==> config.mk <==
export PLATFORM = sky130hd
export DESIGN_NAME = agc_gain_loop
export DESIGN_NICKNAME = d
export VERILOG_FILES = /design/src/agc_pkg.sv /design/src/agc_lut_mem.sv /design/src/agc_gain_loop.sv
export VERILOG_INCLUDE_DIRS = /design/src
export SDC_FILE = /design/constraint.sdc
export NUM_CORES = 2
export LEC_CHECK = 0
export BUFFER_PORTS_ARGS = -buffer_cell sky130_fd_sc_hd__buf_2
export CAP_MARGIN = 20
export CORE_MARGIN = 2
export CORE_UTILIZATION = 51
export DETAILED_ROUTE_END_ITERATION = 7
export PLACE_DENSITY = 0.67
export SLEW_MARGIN = 30
export SYNTH_ARGS = -nofsm -noshare
export SYNTH_HDL_FRONTEND = slang
export SYNTH_SLANG_ARGS = --single-unit
==> constraint.sdc <==
create_clock -name aclk -period 15.13 [get_ports aclk]
set_input_delay 0.7565 -clock aclk [delete_from_list [all_inputs] [get_ports aclk]]
set_output_delay 0.7565 -clock aclk [all_outputs]
set_load 0.02 [all_outputs]
==> src/agc_map.svh <==
// Register offsets, field positions, reset values and timing counts of the gain loop
`ifndef AGC_MAP_SVH
`define AGC_MAP_SVH
`define AGC_CTRL_OFF 12'h000
`define AGC_SHIFT_OFF 12'h004
`define AGC_GATECNT_OFF 12'h008
`define AGC_PRELOAD_OFF 12'h00C
`define AGC_STATUS_OFF 12'h010
`define AGC_LUT_BASE 12'h100
`define AGC_CTRL_MODE_LSB 0
`define AGC_CTRL_EXPINH_BIT 2
`define AGC_CTRL_CHAN_BIT 3
`define AGC_CTRL_RESET 32'h0000_0000
`define AGC_SHIFT_RESET 4'h0
`define AGC_GATECNT_RESET 16'h0100
`define AGC_DET_SHIFT 4
`define AGC_INT_FRAC 16
`endif

==> src/agc_pkg.sv <==
// Types shared by the gain loop files
package agc_pkg;
	typedef enum logic [1:0] {
		AGC_FREE_RUN,
		AGC_GATE_LEVEL,
		AGC_GATE_EDGE,
		AGC_HOLD
	} agc_mode_t;
endpackage

==> src/agc_lut_mem.sv <==
// Error lookup table memory with registered read data
module agc_lut_mem #(
	parameter int AW = 6,
	parameter int DW = 16
) (
	input wire logic aclk,
	input wire logic we,
	input wire logic [AW-1:0] waddr,
	input wire logic [DW-1:0] wdata,
	input wire logic [AW-1:0] raddr,
	output logic [DW-1:0] rdata
);
	logic [DW-1:0] mem [0:(1<<AW)-1];
	always_ff @(posedge aclk) begin
		if (we) begin
			mem[waddr] <= wdata;
		end
		rdata <= mem[raddr];
	end
endmodule

==> src/agc_gain_loop.sv <==
// Dual channel automatic gain control loop with AXI4-Lite configuration
// How it works
// - Each channel has independent detector, table, integrator.
// - Absolute value then lowpass forms power estimate.
// - Filtered power indexes programmable error table.
// - Integrated error drives 3-bit amplifier gain word.
// - Shifter scales error in power-of-two steps.
// - Wide deadband yields hysteresis via table zero band.
// - Free-run mode keeps loop closed always.
// - Gated modes update only while the gate window is open: pin high (level) or counter running (edge).
// - Level gate keeps loop active during pulse.
// - Edge gate starts counter; opens at terminal.
// - Register write preloads integrator between active periods.
// - Software reads back final integrator gain.
// - Exponent output is gain complement unless inhibited.
//
// Implementation choices: the AXI4-Lite register port and the register offsets.
`include "agc_map.svh"
module agc_gain_loop #(
	parameter int NCH = 2,
	parameter int SW = 12,
	parameter int LUT_AW = 6
) (
	input wire logic aclk,
	input wire logic aresetn,
	input wire logic [NCH*SW-1:0] sample_in,
	input wire logic [NCH-1:0] sample_valid,
	input wire logic [NCH-1:0] gate_in,
	output logic [NCH*3-1:0] amp_gain_word,
	output logic [NCH*3-1:0] comp_exponent,
	output logic [NCH-1:0] loop_active,
	input wire logic [11:0] s_axi_awaddr,
	input wire logic s_axi_awvalid,
	output logic s_axi_awready,
	input wire logic [31:0] s_axi_wdata,
	input wire logic [3:0] s_axi_wstrb,
	input wire logic s_axi_wvalid,
	output logic s_axi_wready,
	output logic [1:0] s_axi_bresp,
	output logic s_axi_bvalid,
	input wire logic s_axi_bready,
	input wire logic [11:0] s_axi_araddr,
	input wire logic s_axi_arvalid,
	output logic s_axi_arready,
	output logic [31:0] s_axi_rdata,
	output logic [1:0] s_axi_rresp,
	output logic s_axi_rvalid,
	input wire logic s_axi_rready
);
	localparam int IW = 3 + `AGC_INT_FRAC;
	if (NCH < 1 || NCH > 2 || SW < 8 || SW > 16 || LUT_AW < 2 || LUT_AW > 6) begin : g_param_check
		$error("agc_gain_loop: unsupported parameters");
	end

	function automatic logic [SW-1:0] abs_val(input logic [SW-1:0] x);
		abs_val = x[SW-1] ? (~x + 1'b1) : x;
	endfunction

	// AXI4-Lite write path: take address and data in either order
	logic aw_have_reg, aw_have_next, w_have_reg, w_have_next, bvalid_reg, bvalid_next;
	logic [11:0] awaddr_reg, awaddr_next;
	logic [31:0] wdata_reg, wdata_next;
	logic [1:0] bresp_reg, bresp_next;
	logic wr_fire, wr_ok;
	assign s_axi_awready = !aw_have_reg && !bvalid_reg;
	assign s_axi_wready = !w_have_reg && !bvalid_reg;
	assign s_axi_bvalid = bvalid_reg;
	assign s_axi_bresp = bresp_reg;
	always_comb begin
		aw_have_next = aw_have_reg;
		w_have_next = w_have_reg;
		awaddr_next = awaddr_reg;
		wdata_next = wdata_reg;
		bvalid_next = bvalid_reg;
		bresp_next = bresp_reg;
		wr_fire = 1'b0;
		if (s_axi_awvalid && s_axi_awready) begin
			aw_have_next = 1'b1;
			awaddr_next = s_axi_awaddr;
		end
		if (s_axi_wvalid && s_axi_wready) begin
			w_have_next = 1'b1;
			wdata_next = s_axi_wdata;
		end
		if (aw_have_reg && w_have_reg) begin
			wr_fire = 1'b1;
			aw_have_next = 1'b0;
			w_have_next = 1'b0;
			bvalid_next = 1'b1;
			bresp_next = wr_ok ? 2'h0 : 2'h2;
		end
		if (bvalid_reg && s_axi_bready) begin
			bvalid_next = 1'b0;
		end
	end
	always_ff @(posedge aclk) begin
		if (!aresetn) begin
			aw_have_reg <= 1'b0;
			w_have_reg <= 1'b0;
			awaddr_reg <= 12'h000;
			wdata_reg <= 32'h0000_0000;
			bvalid_reg <= 1'b0;
			bresp_reg <= 2'h0;
		end else begin
			aw_have_reg <= aw_have_next;
			w_have_reg <= w_have_next;
			awaddr_reg <= awaddr_next;
			wdata_reg <= wdata_next;
			bvalid_reg <= bvalid_next;
			bresp_reg <= bresp_next;
		end
	end

	// Configuration registers, one set per channel selected by address bit 9
	logic [1:0] mode_reg [NCH], mode_next [NCH];
	logic expinh_reg [NCH], expinh_next [NCH];
	logic [3:0] shift_reg [NCH], shift_next [NCH];
	logic [15:0] gatecnt_reg [NCH], gatecnt_next [NCH];
	logic [NCH-1:0] preload_pulse, lut_we;
	logic wr_ch, rd_ch;
	logic [11:0] wr_off, rd_off;
	assign wr_ch = awaddr_reg[9];
	assign wr_off = {3'h0, awaddr_reg[8:0]};
	assign wr_ok = (int'(wr_ch) < NCH) && (awaddr_reg[11:10] == 2'h0) &&
		(wr_off == `AGC_CTRL_OFF || wr_off == `AGC_SHIFT_OFF || wr_off == `AGC_GATECNT_OFF ||
		wr_off == `AGC_PRELOAD_OFF || wr_off == `AGC_STATUS_OFF ||
		(wr_off >= `AGC_LUT_BASE && wr_off < `AGC_LUT_BASE + 12'((1 << LUT_AW) * 4)));

	logic [IW-1:0] integ_reg [NCH], integ_next [NCH];
	logic [15:0] lut_rdata [NCH];

	genvar c;
	generate
		for (c = 0; c < NCH; c++) begin : g_ch
			logic sel;
			logic [SW-1:0] mag;
			logic [SW+`AGC_DET_SHIFT-1:0] env_reg, env_next;
			logic [15:0] cnt_reg, cnt_next;
			logic gate_d_reg, edge_run_reg, edge_run_next;
			logic active;
			logic signed [IW+15:0] step;
			logic signed [IW+16:0] sum;
			assign sel = wr_fire && wr_ok && (int'(wr_ch) == c);
			assign preload_pulse[c] = sel && wr_off == `AGC_PRELOAD_OFF;
			assign lut_we[c] = sel && wr_off >= `AGC_LUT_BASE;

			always_comb begin
				mode_next[c] = mode_reg[c];
				expinh_next[c] = expinh_reg[c];
				shift_next[c] = shift_reg[c];
				gatecnt_next[c] = gatecnt_reg[c];
				if (sel && wr_off == `AGC_CTRL_OFF) begin
					mode_next[c] = wdata_reg[`AGC_CTRL_MODE_LSB +: 2];
					expinh_next[c] = wdata_reg[`AGC_CTRL_EXPINH_BIT];
				end
				if (sel && wr_off == `AGC_SHIFT_OFF) begin
					shift_next[c] = wdata_reg[3:0];
				end
				if (sel && wr_off == `AGC_GATECNT_OFF) begin
					gatecnt_next[c] = wdata_reg[15:0];
				end
			end

			// Envelope: absolute value into a one-pole lowpass
			assign mag = abs_val(sample_in[c*SW +: SW]);
			always_comb begin
				env_next = env_reg;
				if (sample_valid[c]) begin
					env_next = env_reg - (env_reg >> `AGC_DET_SHIFT) + {{`AGC_DET_SHIFT{1'b0}}, mag};
				end
			end

			agc_lut_mem #(.AW(LUT_AW), .DW(16)) u_lut (
				.aclk(aclk),
				.we(lut_we[c]),
				.waddr(awaddr_reg[2 +: LUT_AW]),
				.wdata(wdata_reg[15:0]),
				.raddr(env_reg[SW+`AGC_DET_SHIFT-1 -: LUT_AW]),
				.rdata(lut_rdata[c])
			);

			// Gate control: level follows pin, edge runs counter to terminal
			always_comb begin
				edge_run_next = edge_run_reg;
				cnt_next = cnt_reg;
				if (mode_reg[c] == 2'(agc_pkg::AGC_GATE_EDGE)) begin
					if (gate_in[c] && !gate_d_reg) begin
						edge_run_next = 1'b1;
						cnt_next = 16'h0000;
					end else if (edge_run_reg) begin
						if (cnt_reg == gatecnt_reg[c]) begin
							edge_run_next = 1'b0;
						end else begin
							cnt_next = cnt_reg + 16'h0001;
						end
					end
				end else begin
					edge_run_next = 1'b0;
				end
			end
			always_comb begin
				unique case (agc_pkg::agc_mode_t'(mode_reg[c]))
					agc_pkg::AGC_FREE_RUN: active = 1'b1;
					agc_pkg::AGC_GATE_LEVEL: active = gate_in[c];
					agc_pkg::AGC_GATE_EDGE: active = edge_run_reg;
					agc_pkg::AGC_HOLD: active = 1'b0;
				endcase
			end

			// Shifted error into a saturating integrator
			// Deadband of zero entries in the table gives the hysteresis
			assign step = IW'(0) + ((IW+16)'($signed(lut_rdata[c])) <<< shift_reg[c]);
			assign sum = $signed({1'b0, integ_reg[c]}) + step;
			always_comb begin
				integ_next[c] = integ_reg[c];
				if (preload_pulse[c] && !active) begin
					integ_next[c] = {wdata_reg[2:0], {`AGC_INT_FRAC{1'b0}}};
				end else if (active && sample_valid[c]) begin
					if (sum < 0) begin
						integ_next[c] = '0;
					end else if (sum > $signed({1'b0, {IW{1'b1}}})) begin
						integ_next[c] = '1;
					end else begin
						integ_next[c] = sum[IW-1:0];
					end
				end
			end

			always_ff @(posedge aclk) begin
				if (!aresetn) begin
					mode_reg[c] <= 2'h0;
					expinh_reg[c] <= 1'b0;
					shift_reg[c] <= `AGC_SHIFT_RESET;
					gatecnt_reg[c] <= `AGC_GATECNT_RESET;
					env_reg <= '0;
					cnt_reg <= 16'h0000;
					gate_d_reg <= 1'b0;
					edge_run_reg <= 1'b0;
					integ_reg[c] <= '0;
					loop_active[c] <= 1'b0;
					amp_gain_word[c*3 +: 3] <= 3'h0;
					comp_exponent[c*3 +: 3] <= 3'h7;
				end else begin
					mode_reg[c] <= mode_next[c];
					expinh_reg[c] <= expinh_next[c];
					shift_reg[c] <= shift_next[c];
					gatecnt_reg[c] <= gatecnt_next[c];
					env_reg <= env_next;
					cnt_reg <= cnt_next;
					gate_d_reg <= gate_in[c];
					edge_run_reg <= edge_run_next;
					integ_reg[c] <= integ_next[c];
					loop_active[c] <= active;
					amp_gain_word[c*3 +: 3] <= integ_reg[c][IW-1 -: 3];
					comp_exponent[c*3 +: 3] <= expinh_reg[c] ? 3'h0 : ~integ_reg[c][IW-1 -: 3];
				end
			end

			a_gain_hold: assert property (@(posedge aclk) disable iff (!aresetn)
				(!active && !preload_pulse[c]) |=> $stable(integ_reg[c]))
				else $error("integrator moved while loop open");
			a_gain_follow: assert property (@(posedge aclk) disable iff (!aresetn)
				1'b1 |=> amp_gain_word[c*3 +: 3] == $past(integ_reg[c][IW-1 -: 3]))
				else $error("gain word not from integrator");
			a_free_active: assert property (@(posedge aclk) disable iff (!aresetn)
				mode_reg[c] == 2'h0 |=> loop_active[c])
				else $error("free run loop open");
			a_level_gate: assert property (@(posedge aclk) disable iff (!aresetn)
				mode_reg[c] == 2'h1 |=> loop_active[c] == $past(gate_in[c]))
				else $error("level gate mismatch");
			a_edge_start: assert property (@(posedge aclk) disable iff (!aresetn)
				(mode_reg[c] == 2'h2 && mode_next[c] == 2'h2 && gate_in[c] && !gate_d_reg) |=> edge_run_reg)
				else $error("edge did not start counter");
			a_edge_stop: assert property (@(posedge aclk) disable iff (!aresetn)
				(edge_run_reg && cnt_reg == gatecnt_reg[c] && !(gate_in[c] && !gate_d_reg)) |=> !edge_run_reg)
				else $error("counter terminal did not open loop");
			a_preload_load: assert property (@(posedge aclk) disable iff (!aresetn)
				(preload_pulse[c] && !active) |=> integ_reg[c][IW-1 -: 3] == $past(wdata_reg[2:0]))
				else $error("preload not taken");
			a_exp_comp: assert property (@(posedge aclk) disable iff (!aresetn)
				1'b1 |-> comp_exponent[c*3 +: 3] == ($past(expinh_reg[c]) ? 3'h0 : ~$past(integ_reg[c][IW-1 -: 3])))
				else $error("exponent not gain complement");
		end
	endgenerate

	// AXI4-Lite read path, one cycle answer
	logic rvalid_reg, rvalid_next;
	logic [31:0] rdata_reg, rdata_next;
	logic [1:0] rresp_reg, rresp_next;
	assign rd_ch = s_axi_araddr[9];
	assign rd_off = {3'h0, s_axi_araddr[8:0]};
	assign s_axi_arready = !rvalid_reg;
	assign s_axi_rvalid = rvalid_reg;
	assign s_axi_rdata = rdata_reg;
	assign s_axi_rresp = rresp_reg;
	always_comb begin
		rvalid_next = rvalid_reg;
		rdata_next = rdata_reg;
		rresp_next = rresp_reg;
		if (s_axi_arvalid && s_axi_arready) begin
			rvalid_next = 1'b1;
			rdata_next = 32'h0000_0000;
			rresp_next = 2'h0;
			if (int'(rd_ch) >= NCH || s_axi_araddr[11:10] != 2'h0) begin
				rresp_next = 2'h2;
			end else if (rd_off == `AGC_CTRL_OFF) begin
				rdata_next = {29'h0, expinh_reg[rd_ch], mode_reg[rd_ch]};
			end else if (rd_off == `AGC_SHIFT_OFF) begin
				rdata_next = {28'h0, shift_reg[rd_ch]};
			end else if (rd_off == `AGC_GATECNT_OFF) begin
				rdata_next = {16'h0, gatecnt_reg[rd_ch]};
			end else if (rd_off == `AGC_PRELOAD_OFF) begin
				rdata_next = {29'h0, integ_reg[rd_ch][IW-1 -: 3]};
			end else if (rd_off == `AGC_STATUS_OFF) begin
				rdata_next = {13'h0, loop_active[rd_ch], 18'(integ_reg[rd_ch][IW-1:1])};
			end else begin
				rresp_next = 2'h2;
			end
		end else if (rvalid_reg && s_axi_rready) begin
			rvalid_next = 1'b0;
		end
	end
	always_ff @(posedge aclk) begin
		if (!aresetn) begin
			rvalid_reg <= 1'b0;
			rdata_reg <= 32'h0000_0000;
			rresp_reg <= 2'h0;
		end else begin
			rvalid_reg <= rvalid_next;
			rdata_reg <= rdata_next;
			rresp_reg <= rresp_next;
		end
	end
endmodule

Word level (Yosys, flattened, before mapping)
Memory sizes are Yosys's and may differ from the RTL's. A register that Yosys moved wholly into a read port is not among the register bits.
Index checks and enable logic that the tools add are counted.
Widths: inputs -> output; s select.
{"block": "totals", "reg_bits": 150, "mem_bits_rw": 2132, "inputBits": 95, "out_inout_bits": 55, "word_cells": 208, "memories": 7}
{"memory": "g_ch[0].u_lut.mem", "depth": 64, "word_bits": 16, "read_ports": 1, "rd_clocked_by_memory_dff": 1, "write_ports": 1, "line_no": "agc_lut_mem.sv:13", "text": "logic [DW-1:0] mem [0:(1<<AW)-1];"}
{"memory": "g_ch[1].u_lut.mem", "depth": 64, "word_bits": 16, "read_ports": 1, "rd_clocked_by_memory_dff": 1, "write_ports": 1, "line_no": "agc_lut_mem.sv:13"}
{"memory": "integ_reg", "depth": 2, "word_bits": 19, "read_ports": 3, "rd_clocked_by_memory_dff": 0, "write_ports": 2, "line_no": "agc_gain_loop.sv:129", "text": "logic [IW-1:0] integ_reg [NCH], integ_next [NCH];"}
{"memory": "gatecnt_reg", "depth": 2, "word_bits": 16, "read_ports": 3, "rd_clocked_by_memory_dff": 0, "write_ports": 2, "line_no": "agc_gain_loop.sv:118", "text": "logic [15:0] gatecnt_reg [NCH], gatecnt_next [NCH];"}
{"memory": "shift_reg", "depth": 2, "word_bits": 4, "read_ports": 3, "rd_clocked_by_memory_dff": 0, "write_ports": 2, "line_no": "agc_gain_loop.sv:117", "text": "logic [3:0] shift_reg [NCH], shift_next [NCH];"}
{"memory": "mode_reg", "depth": 2, "word_bits": 2, "read_ports": 3, "rd_clocked_by_memory_dff": 0, "write_ports": 2, "line_no": "agc_gain_loop.sv:115", "text": "logic [1:0] mode_reg [NCH], mode_next [NCH];"}
{"memory": "+1 memories"}
{"block": "op_classes", "addsub": 10, "order_cmp": 7, "eq_ne": 18, "shifts": 2, "muxes": 68, "n_bitwise": 16, "reduce_logical": 57}
{"op": "$mux 19", "count": 16}
{"op": "$mux 16", "count": 10}
{"op": "$add 20x35->36", "count": 2}
{"op": "$gt 36x20->1 const B", "count": 2}
{"op": "$lt 36x1->1 const B", "count": 2}
{"op": "$sshl 16x4->35", "count": 2}
{"op": "$eq 9x4->1 const B", "count": 4}
{"op": "$add 16x1->16 const B", "count": 2}
{"op": "$add 16x12->16", "count": 2}
{"op": "$eq 16x16->1", "count": 2}
{"op": "$sub 16x12->16", "count": 2}
{"op": "$logic_and 1x1->1", "count": 29}
{"op": "$add 12x1->12 const B", "count": 2}
{"op": "$logic_not 12->1", "count": 2}
{"op": "$mux 12", "count": 2}
{"op": "$not 12->12", "count": 2}
{"op": "$mux 2", "count": 11}
{"op": "$mux 1", "count": 21}
{"op": "$eq 9x3->1 const B", "count": 2}
{"op": "$eq 9x5->1 const B", "count": 2}
{"op": "$mux 4", "count": 4}
{"op": "$lt 9x10->1 const B", "count": 1}
{"op": "$or 1x1->1", "count": 10}
{"op": "$ge 9x9->1 const B", "count": 1}
{"op": "15 further kinds", "count": 43}

Longest topological paths before layout
{"block": "depth", "ltp_word": 13, "mapped_depth": 22, "depth_no_buf": 17}

Modules after synthesis
A second synthesis with hierarchy kept.
{"block": "hier_totals", "hier_cells": 5545, "area_unflattened_um2": 95873.2}
{"module": "agc_lut_mem", "instances": 2, "cells_each": 1829, "area_each_um2": 40042.2, "seq_area_each_um2": 31069.8}
{"module": "agc_gain_loop", "instances": 1, "cells_each": 1887, "area_each_um2": 15788.9, "seq_area_each_um2": 4394.2}

Worst setup path before layout
OpenSTA, ideal clock, no wires.
{"block": "synth_path", "kind": "register to register", "start": "mem shift_reg[1][0]", "end": "mem integ_reg[1][10] in the netlist's numbering", "setup_time_ns": 0.122, "arrival_ns": 4.936, "t_required_ns": 15.008, "path_slack_ns": 10.072, "stages_incl_launch_ff": 22, "n_path_buf": 6, "period_less_slack_ns": 5.058, "cell_sequence": "dfxtp_1 > buf_2 > clkbuf_1 > buf_2 > clkbuf_1 > mux2i_1 > or2_2 > mux2_2 > nor2_1 > ha_1 > o21ai_0 > a211oi_1 > a2111oi_2 > o21ai_1 > a211o_1 > or4_1 > o22ai_1 > o2111ai_1 > o31a_1 > buf_6 > buf_6 > a221o_1"}
{"item": "start, declared", "line_no": "agc_gain_loop.sv:117"}
{"item": "end, declared", "line_no": "agc_gain_loop.sv:129"}

==> results.sh <==
export IMPL_antenna_found_initial=10
export IMPL_max_stage_delay_ns=0.76
export IMPL_finalHoldViolations=0
export IMPL_period_minus_slack_ns=5.65
export IMPL_cts_setup_buffers=0
export IMPL_clock_fmax_mhz=177
export IMPL_finalNonFillerCells=7962
export IMPL_layout_setup_ws_ns=9.48
export IMPL_ant_nets=0
export IMPL_pin_count=150
export IMPL_timing_hold_ws_ns=0.0928
export IMPL_dr_wl_met3_mm=18.1
export IMPL_timing_max_cap_violations=0
export IMPL_power_density_mw_per_mm2=159
export IMPL_root_buffer="clkbuf_16"
export IMPL_syn_inst=5044
export IMPL_reg2regPathDepth=16
export IMPL_port_buffers=114
export IMPL_dp_worst_setup_slack_ns=9.57
export IMPL_cts_max_path_buffers=3
export IMPL_cp_slowest_cell="dfxtp_1"
export IMPL_clk_latency_ns=0.88
export IMPL_fin_nets=5499
export IMPL_synthDistinctLibCells=80
export IMPL_violations="design-rule violations"
export IMPL_yosysSeqAreaShare=0.705
export IMPL_drc=2
export IMPL_area_growth_pct=12.2
export IMPL_gp_congestion=0.860
export IMPL_numCtsBuffers=221
export IMPL_endpoint_kind="register"
export IMPL_critPathCapture="integ_reg[1][7]$_SDFFE_PP0P_"
export IMPL_fin_area_mm2=0.106
export IMPL_rsz0062_at_grt="no"
export IMPL_cp_top_family="compound AO/OA/AOI/OAI gates"
export IMPL_die_w_um=434
export IMPL_drtIter0Drc=5870
export IMPL_async_reset_ff_frac=0
export IMPL_largest_reg_flops=2048
export IMPL_dr_total_vias=49300
export IMPL_cpMostUsedCell="o22ai_1"
export IMPL_cp_arrival_ns=6.41
export IMPL_core_region_area_mm2=0.183
export IMPL_path_clk_slew_ns=0.07
export IMPL_period_share=0.373
export IMPL_crit_cells=16
export IMPL_totalWireLength_mm=226
export IMPL_r2r_start="shift_reg[1][2]$_SDFFE_PN0P_"
export IMPL_cp_num_buf_inv=1
export IMPL_worst_ir_drop_vdd_uv=127
export IMPL_wl_met2_mm=106
export IMPL_gr_total_overflow=0
export IMPL_cp_startpoint="shift_reg[1][2]$_SDFFE_PN0P_"
export IMPL_syn_area_mm2=0.0944
export IMPL_p_leak_nw=32.5
export IMPL_maxSlewHeadroom=0.319
export IMPL_r2r_end="integ_reg[1][7]$_SDFFE_PP0P_"
export IMPL_status="finished with violations"
export IMPL_yosys_warnings=0
export IMPL_cp_start_kind="register"
export IMPL_grt_max_degree=142
export IMPL_start_util=0.514
export IMPL_vias_per_cell=6.19
export IMPL_post_route_util=0.577
export IMPL_post_drt_wl_per_cell_um=28.4
export IMPL_path_cells="buf_4 -> mux2_2 -> o2bb2ai_1 -> a21oi_1 -> o22ai_1 -> ha_1 -> nand4_1 -> a211oi_1 -> a2111oi_2 -> o21ai_1 -> a211o_1 -> or4_1 -> o22ai_1 -> o2111ai_1 -> o31a_1 -> a221o_1"
export IMPL_grt_pass1_wl_mm=330
export IMPL_grt_pass1_vias=48100
export IMPL_hold_path_class="primary input to register"
export IMPL_ctsHoldBuffers=0
export IMPL_gr_usage_all_layers=0.242
export IMPL_cts_resized=0
export IMPL_min_from="s_axi_rready"
export IMPL_rows=157
export IMPL_cp_required_ns=15.89
export IMPL_drive_gt1_frac=0.257
export IMPL_critical_path_peak_fanout=24
export IMPL_finalSetupViolCount=0
export IMPL_cts_tree="done"
export IMPL_crit_type="register to register"
export IMPL_synth_seq_cells=2299
export IMPL_synth_edf_count=2049
export IMPL_firstDrtPassIters=8
export IMPL_slew_violations=0
export IMPL_placed_cells=7540
export IMPL_routed_top_layer="met5"
export IMPL_clkSinkCount=2299
export IMPL_synthFlopType="edfxtp_1"
export IMPL_timing_reg2reg_setup_slack_ns=9.48
export IMPL_tns_ns=0
export IMPL_htreeDepth=4
export IMPL_die_area_mm2=0.188
export IMPL_fin_skew_ns=0.0543
export IMPL_placed_cell_area_mm2=0.0985
export IMPL_die_h_um=434
export IMPL_hpwl_mm=136
export IMPL_avgSynthCellArea_um2=18.7
export IMPL_drt_met1_wl_mm=96.8
export IMPL_worstMarginPinSlew_ns=1.02
export IMPL_power_mw=16.8
[logic make-up after synthesis]
| kind of cell | Yosys count | synth area share |
|---|---|---|
| other cells | 1 | 0.0000397 |
| compound gates | 475 | 0.0329 |
| simple gates | 870 | 0.0410 |
| flops | 2299 | 0.705 |
| mux | 819 | 0.179 |
| fa+ha+maj | 100 | 0.0153 |
| buf+inv | 354 | 0.0151 |
| xor+xnor | 126 | 0.0117 |
[area by class of cell]
| class | instances | area (µm²) |
|---|---|---|
| multi-input cells | 2405 | 26500 |
| fillers | 13500 | 77600 |
| flip-flops and latches | 2299 | 66600 |
| diodes | 3 | 7.51 |
| inverters | 76 | 293 |
| clock buffers | 284 | 5910 |
| repair buffers | 301 | 2150 |
| well taps | 2464 | 3080 |
| clock inverters | 130 | 1260 |
[Yosys cell counts (71+ instances only)]
master / instances / area share
a21oi_1: 168 / 0.0089
clkbuf_1: 180 / 0.0072
dfxtp_1: 250 / 0.053
edfxtp_1: 2049 / 0.65
ha_1: 74 / 0.0098
inv_1: 71 / 0.0028
mux2i_1: 105 / 0.011
mux4_2: 691 / 0.16
nand2_1: 281 / 0.011
nor2_1: 332 / 0.013
o21ai_0: 82 / 0.0043
xnor2_1: 91 / 0.0084
[cell usage in the layout, fill, tap and decap left out, drive strengths merged, types with 91 or more instances in the layout]
master / Yosys / routed
nor2: 332 / 332
mux2i: 105 / 105
mux4: 691 / 691
nand2: 281 / 281
dfxtp: 250 / 250
edfxtp: 2049 / 2049
clkbuf: 180 / 284
buf: 98 / 301
xnor2: 91 / 91
a21oi: 168 / 168
clkinv: 3 / 101
[metal layers]
layer	track usage	vias to the layer above
met4	0.0616	2
li1	-	21000
met1	0.365	25900
met5	0	-
met2	0.371	2075
met3	0.0393	298
[report_power, final]
| group | switching [mW] | total, mW | internal, mW |
|---|---|---|---|
| clock network | 2.37 | 5.43 | 3.06 |
| logic | 2.20 | 4.09 | 1.89 |
| registers | 0.269 | 7.31 | 7.05 |
[worst register-to-register path: cells and delay by family, from the launching register on]
family | cells | cell delay (ns)
adders and majority gates | 1 | 0.39
and+or+nand+nor | 2 | 0.66
buffers and inverters | 1 | 0.41
DFF | 1 | 0.76
AOI/OAI and AO/OA | 11 | 2.91
muxes | 1 | 0.39
[worst min-delay path by stage]
| stage | to | slack [ns] | cells past startpoint |
|---|---|---|---|
| after CTS | s_axi_rvalid$_SDFFE_PN0P_ | 0.02 | 2 |
| after floorplan | awaddr_reg[0]$_SDFFE_PN0P_ | 0.43 | 2 |
| after detailed placement | awaddr_reg[0]$_SDFFE_PN0P_ | 0.45 | 2 |
| after global routing | s_axi_rvalid$_SDFFE_PN0P_ | 0.06 | 2 |
| final | s_axi_rvalid$_SDFFE_PN0P_ | 0.09 | 2 |
| after global placement | awaddr_reg[0]$_SDFFE_PN0P_ | 0.45 | 2 |
No activity file was read; power rests on OpenSTA's default activity.
